File: src/common/core_ctl_pkg.sv
// Constants, types and register map of the core interrupt and power control
`default_nettype none
package core_ctl_pkg;

  // ---------------------------------------------------------------
  // Register map (byte offsets)
  // ---------------------------------------------------------------
  localparam int unsigned ADDR_W     = 8;
  localparam logic [7:0]  OFF_CTRL   = 8'h00;
  localparam logic [7:0]  OFF_STATUS = 8'h04;
  localparam logic [7:0]  OFF_NMI    = 8'h08;
  localparam logic [7:0]  OFF_VECTOR = 8'h0c;
  localparam logic [7:0]  OFF_RETI   = 8'h10;
  localparam logic [7:0]  OFF_CAUSE  = 8'h14;
  localparam logic [7:0]  OFF_OP     = 8'h18;
  localparam logic [7:0]  OFF_OPSTAT = 8'h1c;
  localparam logic [7:0]  OFF_TOS    = 8'h20;
  localparam logic [7:0]  OFF_REGS   = 8'h40;

  // ---------------------------------------------------------------
  // Field positions and reset values
  // ---------------------------------------------------------------
  localparam int unsigned CTRL_DCO_SRC_BIT = 4;
  localparam int unsigned NMI_FLAG_LSB     = 4;
  localparam int unsigned SR_C_BIT         = 0;
  localparam int unsigned SR_Z_BIT         = 1;
  localparam int unsigned SR_N_BIT         = 2;
  localparam int unsigned SR_GIE_BIT       = 3;
  localparam logic [2:0]  NMI_EN_RST       = 3'h0;
  localparam logic [4:0]  CAUSE_RST        = 5'h01;
  localparam logic [15:0] REG_RST          = 16'h0000;

  // ---------------------------------------------------------------
  // Register roles
  // ---------------------------------------------------------------
  localparam logic [3:0] REG_PC = 4'h0;
  localparam logic [3:0] REG_SP = 4'h1;
  localparam logic [3:0] REG_SR = 4'h2;
  localparam logic [3:0] REG_CG = 4'h3;

  // ---------------------------------------------------------------
  // Vectors, priorities and address ranges
  // ---------------------------------------------------------------
  localparam logic [15:0] VEC_BASE    = 16'hffc0;
  localparam logic [15:0] ERASED_WORD = 16'hffff;
  localparam logic [4:0]  PRIO_RESET  = 5'd31;
  localparam logic [4:0]  PRIO_NMI    = 5'd30;
  localparam logic [4:0]  MASK_PRIO [8] = '{5'd27, 5'd26, 5'd25, 5'd24,
                                             5'd21, 5'd20, 5'd19, 5'd18};
  localparam logic [15:0] PERIPH_END  = 16'h01ff;
  localparam logic [15:0] RAM_START   = 16'h0200;
  localparam logic [15:0] INFO_START  = 16'h1000;
  localparam logic [15:0] INFO_END    = 16'h10ff;

  // ---------------------------------------------------------------
  // Types
  // ---------------------------------------------------------------
  typedef enum logic [2:0] {
    active_operating_mode, low_power_level_0, low_power_level_1,
    low_power_level_2, low_power_level_3, low_power_level_4
  } op_mode_t;

  typedef enum logic [1:0] { fmt_dual, fmt_single, fmt_jump } op_fmt_t;
  typedef enum logic [1:0] { alu_mov, alu_add, alu_sub, alu_and } alu_op_t;

  typedef struct packed {
    logic cpu_run;
    logic main_clk_en;
    logic subsystem_clk_en;
    logic aux_clk_en;
    logic digital_osc_dc_en;
    logic xtal_en;
  } clk_gate_t;

  typedef struct packed {
    logic       comparator_flag;
    logic       watchdog_flag;
    logic       capture_compare_flag;
    logic       timer_overflow_flag;
    logic       converter_done_flag;
    logic       serial_if_flag;
    logic [7:0] port_two_change_flags;
    logic [7:0] port_one_change_flags;
  } irq_src_t;

  typedef struct packed {
    logic [15:0] val;
    logic        c;
    logic        z;
    logic        n;
  } alu_res_t;

endpackage : core_ctl_pkg
`default_nettype wire

File: src/hw/cpu_interrupt_power_control.sv
// Core control: register file, interrupt arbitration, reset and power modes
//
// The implementer's own choices: register access over APB and the placing of the registers.
`timescale 1ns/1ns
`default_nettype none
module cpu_interrupt_power_control
  import core_ctl_pkg::*;
#(
  parameter logic [15:0] CODE_START = 16'hfc00,
  parameter logic [15:0] RAM_END    = 16'h027f
) (
  input  wire logic              pclk,
  input  wire logic              presetn,
  input  wire logic              psel,
  input  wire logic              penable,
  input  wire logic              pwrite,
  input  wire logic [ADDR_W-1:0] paddr,
  input  wire logic [31:0]       pwdata,
  output logic      [31:0]       prdata_q,
  output logic                   pready_q,
  output logic                   pslverr_q,
  input  wire logic              nmi_pin,
  input  wire logic              ext_reset_n,
  input  wire logic              osc_fault,
  input  wire logic              flash_access_violation,
  input  wire logic              watchdog_expire,
  input  wire logic              flash_key_violation,
  input  wire irq_src_t          irq_src,
  input  wire logic              fetch_valid,
  input  wire logic [15:0]       fetch_addr,
  input  wire logic [15:0]       reset_vector_word,
  output clk_gate_t              clk_gate_q,
  output logic                   irq_take_q,
  output logic                   sys_reset_q,
  output logic      [15:0]       vector_addr_q,
  output logic      [4:0]        irq_prio_q
);

  // ---------------------------------------------------------------
  // Functions
  // ---------------------------------------------------------------
  function automatic logic [15:0] vec_of(input logic [4:0] prio);
    vec_of = VEC_BASE + {10'h000, prio, 1'b0};
  endfunction : vec_of

  function automatic logic fetch_illegal(input logic [15:0] a);
    logic ok;
    ok = (a >= RAM_START && a <= RAM_END) ||
         (a >= INFO_START && a <= INFO_END) || (a >= CODE_START);
    fetch_illegal = (a <= PERIPH_END) || !ok;
  endfunction : fetch_illegal

  function automatic alu_res_t alu(input alu_op_t op, input logic [15:0] a,
                                   input logic [15:0] b, input logic bw);
    logic [16:0] s;
    alu_res_t    r;
    case (op)
      alu_mov: s = {1'b0, a};
      alu_add: s = {1'b0, b} + {1'b0, a};
      alu_sub: s = {1'b0, b} + {1'b0, ~a} + 17'h00001;
      alu_and: s = {1'b0, b & a};
      default: s = 17'h00000;
    endcase
    if (bw) begin
      r.val = {8'h00, s[7:0]};
      r.c   = s[8];
      r.n   = s[7];
    end else begin
      r.val = s[15:0];
      r.c   = s[16];
      r.n   = s[15];
    end
    r.z = (r.val == 16'h0000);
    alu = r;
  endfunction : alu

  // ---------------------------------------------------------------
  // APB slave
  // ---------------------------------------------------------------
  logic        access_c;
  logic        wr_c;
  logic        hit_c;
  logic [31:0] rd_c;

  op_mode_t    mode_q;
  op_mode_t    saved_mode_q;
  logic        saved_gie_q;
  logic        in_isr_q;
  logic        dco_src_q;
  logic        boot_q;
  logic        erased_q;
  logic [2:0]  nmi_en_q;
  logic [2:0]  nmi_flag_q;
  logic [4:0]  cause_q;
  logic [3:0]  op_stat_q;
  logic [15:0] tos_q;
  logic [15:0] regs_q [16];

  // Access phase completes on the second cycle; pready is registered
  assign access_c = psel && penable && !pready_q;
  assign wr_c     = psel && penable && pready_q && pwrite;
  assign hit_c    = (paddr[1:0] == 2'b00) &&
                    ((paddr <= OFF_TOS) || (paddr >= OFF_REGS));

  always_comb begin
    rd_c = 32'h0000_0000;
    if (paddr >= OFF_REGS) begin
      // Constant generator reads as zero
      if (paddr[5:2] != REG_CG) begin
        rd_c = {16'h0000, regs_q[paddr[5:2]]};
      end
    end else begin
      case (paddr)
        OFF_CTRL:   rd_c = {27'h0, dco_src_q, 1'b0, mode_q};
        OFF_STATUS: rd_c = {21'h0, clk_gate_q, erased_q, in_isr_q,
                            saved_mode_q};
        OFF_NMI:    rd_c = {25'h0, nmi_flag_q, 1'b0, nmi_en_q};
        OFF_VECTOR: rd_c = {11'h0, irq_prio_q, vector_addr_q};
        OFF_CAUSE:  rd_c = {27'h0, cause_q};
        OFF_OPSTAT: rd_c = {28'h0, op_stat_q};
        OFF_TOS:    rd_c = {16'h0000, tos_q};
        default:    rd_c = 32'h0000_0000;
      endcase
    end
  end

  always_ff @(posedge pclk or negedge presetn) begin
    if (!presetn) begin
      pready_q  <= 1'b0;
      prdata_q  <= 32'h0000_0000;
      pslverr_q <= 1'b0;
    end else begin
      pready_q  <= access_c;
      pslverr_q <= access_c && !hit_c;
      if (access_c) begin
        prdata_q <= hit_c ? rd_c : 32'h0000_0000;
      end
    end
  end

  // ---------------------------------------------------------------
  // Pin synchronisers
  // ---------------------------------------------------------------
  logic [2:0] nmi_sync_q;
  logic [2:0] rst_sync_q;
  logic       nmi_lvl_q;
  logic       rst_lvl_q;
  logic       nmi_evt_c;
  logic       ext_rst_evt_c;

  always_ff @(posedge pclk or negedge presetn) begin
    if (!presetn) begin
      nmi_sync_q <= 3'b000;
      rst_sync_q <= 3'b111;
      nmi_lvl_q  <= 1'b0;
      rst_lvl_q  <= 1'b1;
    end else begin
      nmi_sync_q <= {nmi_sync_q[1:0], nmi_pin};
      rst_sync_q <= {rst_sync_q[1:0], ext_reset_n};
      if (nmi_sync_q[1] == nmi_sync_q[2]) begin
        nmi_lvl_q <= nmi_sync_q[2];
      end
      if (rst_sync_q[1] == rst_sync_q[2]) begin
        rst_lvl_q <= rst_sync_q[2];
      end
    end
  end

  assign nmi_evt_c = nmi_sync_q[1] && nmi_sync_q[2] && !nmi_lvl_q;
  assign ext_rst_evt_c = !rst_sync_q[1] && !rst_sync_q[2] && rst_lvl_q;

  // ---------------------------------------------------------------
  // Arbitration
  // ---------------------------------------------------------------
  logic [7:0] mask_pend_c;
  logic       nmi_pend_c;
  logic       reset_c;
  logic       fetch_bad_c;
  logic       take_c;
  logic [4:0] prio_c;
  logic       gie_c;

  assign gie_c       = regs_q[REG_SR][SR_GIE_BIT];
  assign fetch_bad_c = fetch_valid && fetch_illegal(fetch_addr);
  assign reset_c     = boot_q || ext_rst_evt_c || watchdog_expire ||
                       flash_key_violation || fetch_bad_c;
  assign nmi_pend_c  = |(nmi_flag_q & nmi_en_q);
  // Flags stay in the peripherals; ports collapse to one request each
  assign mask_pend_c = {irq_src.comparator_flag, irq_src.watchdog_flag,
                        irq_src.capture_compare_flag,
                        irq_src.timer_overflow_flag,
                        irq_src.converter_done_flag, irq_src.serial_if_flag,
                        |irq_src.port_two_change_flags,
                        |irq_src.port_one_change_flags};

  always_comb begin
    prio_c = PRIO_RESET;
    take_c = 1'b0;
    // Lowest priority first, so the highest pending overwrites it
    for (int i = 7; i >= 0; i--) begin
      if (mask_pend_c[7-i] && gie_c) begin
        prio_c = MASK_PRIO[i];
        take_c = 1'b1;
      end
    end
    if (nmi_pend_c) begin
      prio_c = PRIO_NMI;
      take_c = 1'b1;
    end
    if (in_isr_q) begin
      take_c = 1'b0; // No nesting: handler runs to its return
    end
    if (reset_c) begin
      prio_c = PRIO_RESET;
      take_c = 1'b1;
    end
  end

  // ---------------------------------------------------------------
  // Interrupt entry, return and operating mode
  // ---------------------------------------------------------------
  logic reti_c;
  assign reti_c = wr_c && paddr == OFF_RETI && in_isr_q;

  always_ff @(posedge pclk or negedge presetn) begin
    if (!presetn) begin
      boot_q        <= 1'b1;
      erased_q      <= 1'b0;
      mode_q        <= active_operating_mode;
      saved_mode_q  <= active_operating_mode;
      saved_gie_q   <= 1'b0;
      in_isr_q      <= 1'b0;
      dco_src_q     <= 1'b0;
      irq_take_q    <= 1'b0;
      sys_reset_q   <= 1'b0;
      vector_addr_q <= 16'h0000;
      irq_prio_q    <= 5'd0;
    end else begin
      boot_q      <= 1'b0;
      irq_take_q  <= take_c;
      sys_reset_q <= take_c && reset_c;
      if (wr_c && paddr == OFF_CTRL) begin
        dco_src_q <= pwdata[CTRL_DCO_SRC_BIT];
        // Codes beyond level 4 are ignored
        if (pwdata[2:0] <= 3'(low_power_level_4)) begin
          mode_q <= op_mode_t'(pwdata[2:0]);
        end
      end
      if (reti_c) begin
        mode_q   <= saved_mode_q;
        in_isr_q <= 1'b0;
      end
      if (take_c) begin
        vector_addr_q <= vec_of(prio_c);
        irq_prio_q    <= prio_c;
        if (reset_c) begin
          in_isr_q <= 1'b0;
          erased_q <= boot_q && reset_vector_word == ERASED_WORD;
          mode_q   <= (boot_q && reset_vector_word == ERASED_WORD) ?
                      low_power_level_4 : active_operating_mode;
        end else begin
          saved_mode_q <= mode_q;
          saved_gie_q  <= gie_c;
          in_isr_q     <= 1'b1;
          mode_q       <= active_operating_mode;
        end
      end
    end
  end

  // ---------------------------------------------------------------
  // Nonmaskable flags and reset causes
  // ---------------------------------------------------------------
  always_ff @(posedge pclk or negedge presetn) begin
    if (!presetn) begin
      nmi_en_q   <= NMI_EN_RST;
      nmi_flag_q <= 3'b000;
      cause_q    <= CAUSE_RST;
    end else begin
      if (wr_c && paddr == OFF_NMI) begin
        nmi_en_q <= pwdata[2:0];
      end
      if (take_c && !reset_c && nmi_pend_c) begin
        nmi_en_q <= 3'b000; // Stops a still-set flag re-entering at once
      end
      // Software clear by writing one; a new event wins
      nmi_flag_q <= (nmi_flag_q &
                     ~((wr_c && paddr == OFF_NMI) ?
                       pwdata[NMI_FLAG_LSB +: 3] : 3'b000)) |
                    {flash_access_violation, osc_fault, nmi_evt_c};
      cause_q <= (cause_q &
                  ~((wr_c && paddr == OFF_CAUSE) ? pwdata[4:0] : 5'h00)) |
                 {fetch_bad_c, flash_key_violation, watchdog_expire,
                  ext_rst_evt_c, 1'b0};
    end
  end

  // ---------------------------------------------------------------
  // Clock gating per mode
  // ---------------------------------------------------------------
  always_ff @(posedge pclk or negedge presetn) begin
    if (!presetn) begin
      clk_gate_q <= '{1'b1, 1'b1, 1'b1, 1'b1, 1'b1, 1'b1};
    end else begin
      case (mode_q)
        active_operating_mode: clk_gate_q <= '{1'b1, 1'b1, 1'b1, 1'b1,
                                               1'b1, 1'b1};
        low_power_level_0: clk_gate_q <= '{1'b0, 1'b0, 1'b1, 1'b1,
                                           1'b1, 1'b1};
        low_power_level_1: clk_gate_q <= '{1'b0, 1'b0, 1'b1, 1'b1,
                                           dco_src_q, 1'b1};
        low_power_level_2: clk_gate_q <= '{1'b0, 1'b0, 1'b0, 1'b1,
                                           1'b1, 1'b1};
        low_power_level_3: clk_gate_q <= '{1'b0, 1'b0, 1'b0, 1'b1,
                                           1'b0, 1'b1};
        low_power_level_4: clk_gate_q <= '{1'b0, 1'b0, 1'b0, 1'b0,
                                           1'b0, 1'b0};
        default: clk_gate_q <= '{1'b1, 1'b1, 1'b1, 1'b1, 1'b1, 1'b1};
      endcase
    end
  end

  // ---------------------------------------------------------------
  // Register file and one-cycle register operations
  // ---------------------------------------------------------------
  logic     op_wr_c;
  op_fmt_t  fmt_c;
  logic [2:0] src_am_c;
  logic [1:0] dst_am_c;
  logic [3:0] src_c;
  logic [3:0] dst_c;
  logic [15:0] src_val_c;
  alu_res_t res_c;
  logic     jump_c;

  assign op_wr_c  = wr_c && paddr == OFF_OP;
  assign fmt_c    = op_fmt_t'(pwdata[15:14]);
  assign src_am_c = pwdata[12:10];
  assign dst_am_c = pwdata[9:8];
  assign src_c    = pwdata[7:4];
  assign dst_c    = pwdata[3:0];
  assign src_val_c = (src_c == REG_CG) ? REG_RST : regs_q[src_c];
  assign res_c    = alu(alu_op_t'(pwdata[17:16]), src_val_c, regs_q[dst_c],
                        pwdata[13]);
  assign jump_c   = pwdata[17] || (regs_q[REG_SR][SR_Z_BIT] == pwdata[16]);

  always_ff @(posedge pclk or negedge presetn) begin
    if (!presetn) begin
      for (int i = 0; i < 16; i++) begin
        regs_q[i] <= REG_RST;
      end
      op_stat_q <= 4'h0;
      tos_q     <= REG_RST;
    end else begin
      if (wr_c && paddr >= OFF_REGS && paddr[5:2] != REG_CG) begin
        regs_q[paddr[5:2]] <= (paddr[5:2] == REG_PC) ?
                              {pwdata[15:1], 1'b0} : pwdata[15:0];
      end
      if (op_wr_c) begin
        // Bits: 3 done, 2 memory operand, 1 bad mode, 0 bad format
        op_stat_q <= 4'h8;
        if (fmt_c == fmt_jump) begin
          if (jump_c) begin
            regs_q[REG_PC] <= regs_q[REG_PC] +
                              {{5{pwdata[9]}}, pwdata[9:0], 1'b0};
          end
        end else if (src_am_c == 3'h7) begin
          op_stat_q <= 4'ha;
        end else if (fmt_c == fmt_single) begin
          // Call: push program counter, load target
          tos_q          <= regs_q[REG_PC];
          regs_q[REG_SP] <= regs_q[REG_SP] - 16'h0002;
          regs_q[REG_PC] <= {src_val_c[15:1], 1'b0};
        end else if (fmt_c != fmt_dual) begin
          op_stat_q <= 4'h9;
        end else if (src_am_c != 3'h0 || dst_am_c != 2'h0) begin
          // Memory operands are moved by the bus outside this block
          op_stat_q <= 4'hc;
        end else begin
          regs_q[dst_c] <= res_c.val;
          if (dst_c != REG_SR) begin
            regs_q[REG_SR][SR_C_BIT] <= res_c.c;
            regs_q[REG_SR][SR_Z_BIT] <= res_c.z;
            regs_q[REG_SR][SR_N_BIT] <= res_c.n;
          end
        end
      end
      if (reti_c) begin
        regs_q[REG_SR][SR_GIE_BIT] <= saved_gie_q;
      end
      if (take_c) begin
        regs_q[REG_SR][SR_GIE_BIT] <= 1'b0;
      end
    end
  end

endmodule : cpu_interrupt_power_control
`default_nettype wire

File: config.mk
export PLATFORM = sky130hd
export DESIGN_NAME = cpu_interrupt_power_control
export DESIGN_NICKNAME = d
export VERILOG_FILES = /design/src/common/core_ctl_pkg.sv /design/src/hw/cpu_interrupt_power_control.sv
export SDC_FILE = /design/constraint.sdc
export NUM_CORES = 1
export LEC_CHECK = 0
export ABC_AREA = 0
export BUFFER_PORTS_ARGS = -buffer_cell sky130_fd_sc_hd__buf_2
export CAP_MARGIN = 25
export CORE_ASPECT_RATIO = 0.9
export CORE_UTILIZATION = 50
export DETAILED_ROUTE_END_ITERATION = 8
export PLACE_DENSITY = 0.68
export RECOVER_POWER = 100
export SETUP_SLACK_MARGIN = 0.4
export SLEW_MARGIN = 20
export SYNTH_ARGS = -nofsm -noshare
export SYNTH_HDL_FRONTEND = slang
export SYNTH_SLANG_ARGS = --single-unit
File: constraint.sdc
create_clock -name pclk -period 6.1 [get_ports pclk]
set_input_delay 0.61 -clock pclk [delete_from_list [all_inputs] [get_ports pclk]]
set_output_delay 0.61 -clock pclk [all_outputs]
set_load 0.02 [all_outputs]
==> flow_summary_export.csv <==
group,metric,value,unit
run_status,status,"finished with violations",
die,core_area,50900,µm²
sta,final.setup.tns,0,ns
die,die_x,243,µm
die,dieArea,53000,µm²
drt,top_layer,"met5",
final_layout,fill_cells,4516,
logic_synthesis,syn-mean-instance-area,9.93,µm²
power_and_ir_drop,vdd_drop_max,0.200,mV
logic_synthesis,syn_inst,2621,
grt,antenna_found_initial,1,
setup_path,cp-start-kind,"input pin",
setup_path,timing.reg2reg.setup_slack,1.16,ns
final_layout,final_util,0.556,
logic_synthesis,async_reset_ff_frac,1.00,
run_status,violations,"max-capacitance violations, max-slew violations",
setup_path,cpMostUsedCell,"clkbuf_1",
clock_network,clk_latency,0.58,ns
place,port_buffers,135,
clock_network,cts_tree,"done",
setup_path,required,6.47,ns
logic_synthesis,ys_types,99,
drt,ant_nets,0,
place,place_congestion,1.03,
logic_synthesis,ys_ff_latch,340,
drt,wl_met3,15000,µm
place,post-place-ws,0.513,ns
final_layout,drive_gt1_frac,0.223,
logic_synthesis,synth-edff-count,0,
setup_path,arrival,6.18,ns
setup_path,cp-end-kind,"flop",
power_and_ir_drop,total_leakage_power,12.0,nW
sta,finalMaxSlewViolations,398,
die,fp.dieH,218,µm
final_layout,final-seq-area,8520,µm²
sta,min_period,5.81,ns
place,hpwlAfterDp,67900,µm
logic_synthesis,synth-main-ff-cell,"dfrtp_1",
sta,final-setup-viol-count,0,
drt,wl_met2,41000,µm
drt,drt_first_pass_iters,8,
sta,fin_ws,0.294,ns
grt,grt_pass1_vias,22467,
setup_path,crit_chain,"clkbuf_1 -> and2b_1 -> nand3_1 -> or3_1 -> nor3_1 -> clkbuf_1 -> nand4_1 -> clkbuf_1 -> nor2_1 -> a31oi_1",
hold_path,hold_path.class,"in2reg",
sta,worst_pin_slew,2.87,ns
clock_network,clkSinkCount,340,
power_and_ir_drop,powerDensity,212,nW/µm²
die,ios,169,
sta,skew,0.0264,ns
clock_network,clock_path_buffers,3,
logic_synthesis,yosysWarnings,0,
final_layout,multi_input_area,16100,µm²
die,initial_utilization,0.511,
clock_network,cts_buffers,40,
drt,wl_met1,37200,µm
drt,routed_wl,98400,µm
grt,grt_first_pass_wirelength,146000,µm
grt,grt-ovfl-total,0,
clock_network,ctsHtreeMaxLevel,2,
sta,slew_headroom,-0.916,
sta,fmax,172,MHz
drt,drt-initial-drc-count,3273,
sta,period_share,0.952,
setup_path,cp_slowest_cell,"clkbuf_1",
grt,grt_max_degree,132,
sta,hold_viol,0,
setup_path,crit_type,"in2reg",
drt,drcViolationCount,0,
final_layout,area_growth,8.74,%
run,drv_cap,9,
setup_path,critPathBufInv,3,
grt,grt_util_all_layers,0.371,
setup_path,critical_path.max_fanout,22,
drt,wl_per_cell,29.2,µm
drt,vias,23551,
setup_path,crit_family,"buffers and inverters",
logic_synthesis,syn_area,26000,µm²
die,num_rows,78,
logic_synthesis,yosysSeqAreaShare,0.327,
final_layout,fin_nets,2813,
setup_path,slowest_delay,1.55,ns
clock_network,cts_root_buffer,"clkbuf_16",
sta,rsz0062_at_grt,"false",
clock_network,clk_pin_slew,0.06,ns
drt,viasPerCell,7.00,
## synth_stat cells (8+ instances only)
cell type	n	area [µm²]
clkbuf_1	151	567
a211oi_1	38	285
ha_1	50	626
or3_1	12	75.1
nor3_1	44	220
buf_1	30	113
and2_1	11	68.8
and3_1	13	81.3
dfstp_2	10	263
a31oi_1	27	169
nand2b_1	18	113
o221ai_1	11	96.3
o211ai_1	9	67.6
mux4_2	209	4710
or4_1	8	60.1
buf_2	28	140
nor4_1	14	87.6
or2_2	12	75.1
dfrtp_1	330	8260
nor2b_1	46	288
nor2_1	210	788
mux2i_1	149	1490
o21a_1	10	75.1
a21oi_1	183	916
mux2_2	112	1260
nand4_1	14	87.6
o21ai_0	158	791
nand2_1	313	1170
o22ai_1	26	163
a22oi_1	21	158
buf_6	12	135
a221o_1	8	80.1
a21o_1	14	105
buf_4	32	240
inv_1	60	225
xnor2_1	22	193
nand3_1	40	200
a221oi_1	17	149
xor2_1	8	70.1
## where the power goes
group / internal [mW] / switching, mW
logic: 0.457 / 0.731
registers: 2.33 / 0.0978
clock network: 1.36 / 1.02
total: 4.15 / 1.85
## per-layer routing
layer / GRT usage / up-vias
li1: - / 9808
met5: 0 / -
met3: 0.146 / 323
met1: 0.496 / 11690
met4: 0.173 / 2
met2: 0.527 / 1728
## kinds of logic (layout without fill, tap and decap cells)
| logic type | Yosys count | in the layout | synth area share |
|---|---|---|---|
| XOR/XNOR | 30 | 30 | 0.0101 |
| AND/OR/NAND/NOR | 783 | 783 | 0.137 |
| other | 1 | 14 | 0.000144 |
| multiplexers | 472 | 472 | 0.288 |
| AO/OA/AOI/OAI | 627 | 627 | 0.156 |
| buffers and inverters | 315 | 364 | 0.0549 |
| adder cells (fa/ha/maj) | 53 | 53 | 0.0263 |
| flip-flops | 340 | 340 | 0.327 |
## flip-flops by register name, indices dropped and copies added, names as in the netlist, 4 cells and up
register / flops
prdata_q: 21
irq_prio_q: 4
op_stat_q: 4
clk_gate_q: 4
tos_q: 16
regs_q: 255
cause_q: 5
## cell usage in the layout (no fill, tap or decap), types with 26 or more instances in the layout
cell type	n
clkbuf_1	86
o21ai_0	166
o22ai_1	26
nor2b_1	47
nand2_1	313
dfrtp_1	330
mux2i_1	149
nor3_1	48
inv_1	60
clkbuf_16	40
a21oi_1	183
a31oi_1	28
nor2_1	198
buf_2	75
nand3_1	41
buf_4	66
a211oi_1	38
mux2_2	110
mux4_2	209
ha_1	50
## path summary, 6_finish.rpt
kind | start | end | cells after the start
min reg2reg | nmi_sync_q[0] | nmi_sync_q[1] | 0
max reg2reg | regs_q[64] | regs_q[228] | 12
max | paddr[4] | regs_q[180] | 10
min in group asynchronous | presetn | regs_q[52] | 2
min | ext_reset_n | rst_sync_q[0] | 1
max in group asynchronous | presetn | regs_q[255] | 3
## worst reg2reg max path, cell delays in order (launching register included)
cell,delay [ns]
dfrtp_1,0.44
mux4_2,0.49
mux4_2,0.61
ha_1,0.28
fa_1,0.45
nor2b_1,0.27
o22ai_1,0.18
a221oi_1,0.31
o22ai_1,0.13
a21oi_1,0.49
clkbuf_1,0.76
a22oi_1,0.21
o22ai_1,0.21
## area by class of cell
| cell class | instances | area share |
|---|---|---|
| timing repair buffer | 233 | 0.0467 |
| antenna | 1 | 0.0000884 |
| multi-input combinational | 1978 | 0.569 |
| sequential | 340 | 0.301 |
| tap | 680 | 0.0301 |
| inverter | 61 | 0.00809 |
| clock buffer | 57 | 0.0408 |
| clock inverter | 13 | 0.00393 |
## timing repair
action | 4_1_cts | 5_1_grt
resized for setup | 0 | 0
hold buffers | 1 | 0
buffers inserted | 0 | 0
hold endpoints to repair | 44 | 0
## metrics by stage
stage | instances | power (mW) | area [µm²] | hold WS (ns)
after floorplan | 2633 | 3.21 | 26100 | 0.314
after global placement | 3287 | 3.59 | 27200 | 0.338
after CTS | 3361 | 5.98 | 28600 | 0.124
after global routing | 3362 | 6.18 | 28300 | 0.134
final | 3363 | 6.00 | 28300 | 0.140
after detailed placement | 3290 | 3.62 | 27300 | 0.337
Power figures use the tool's default switching activity.
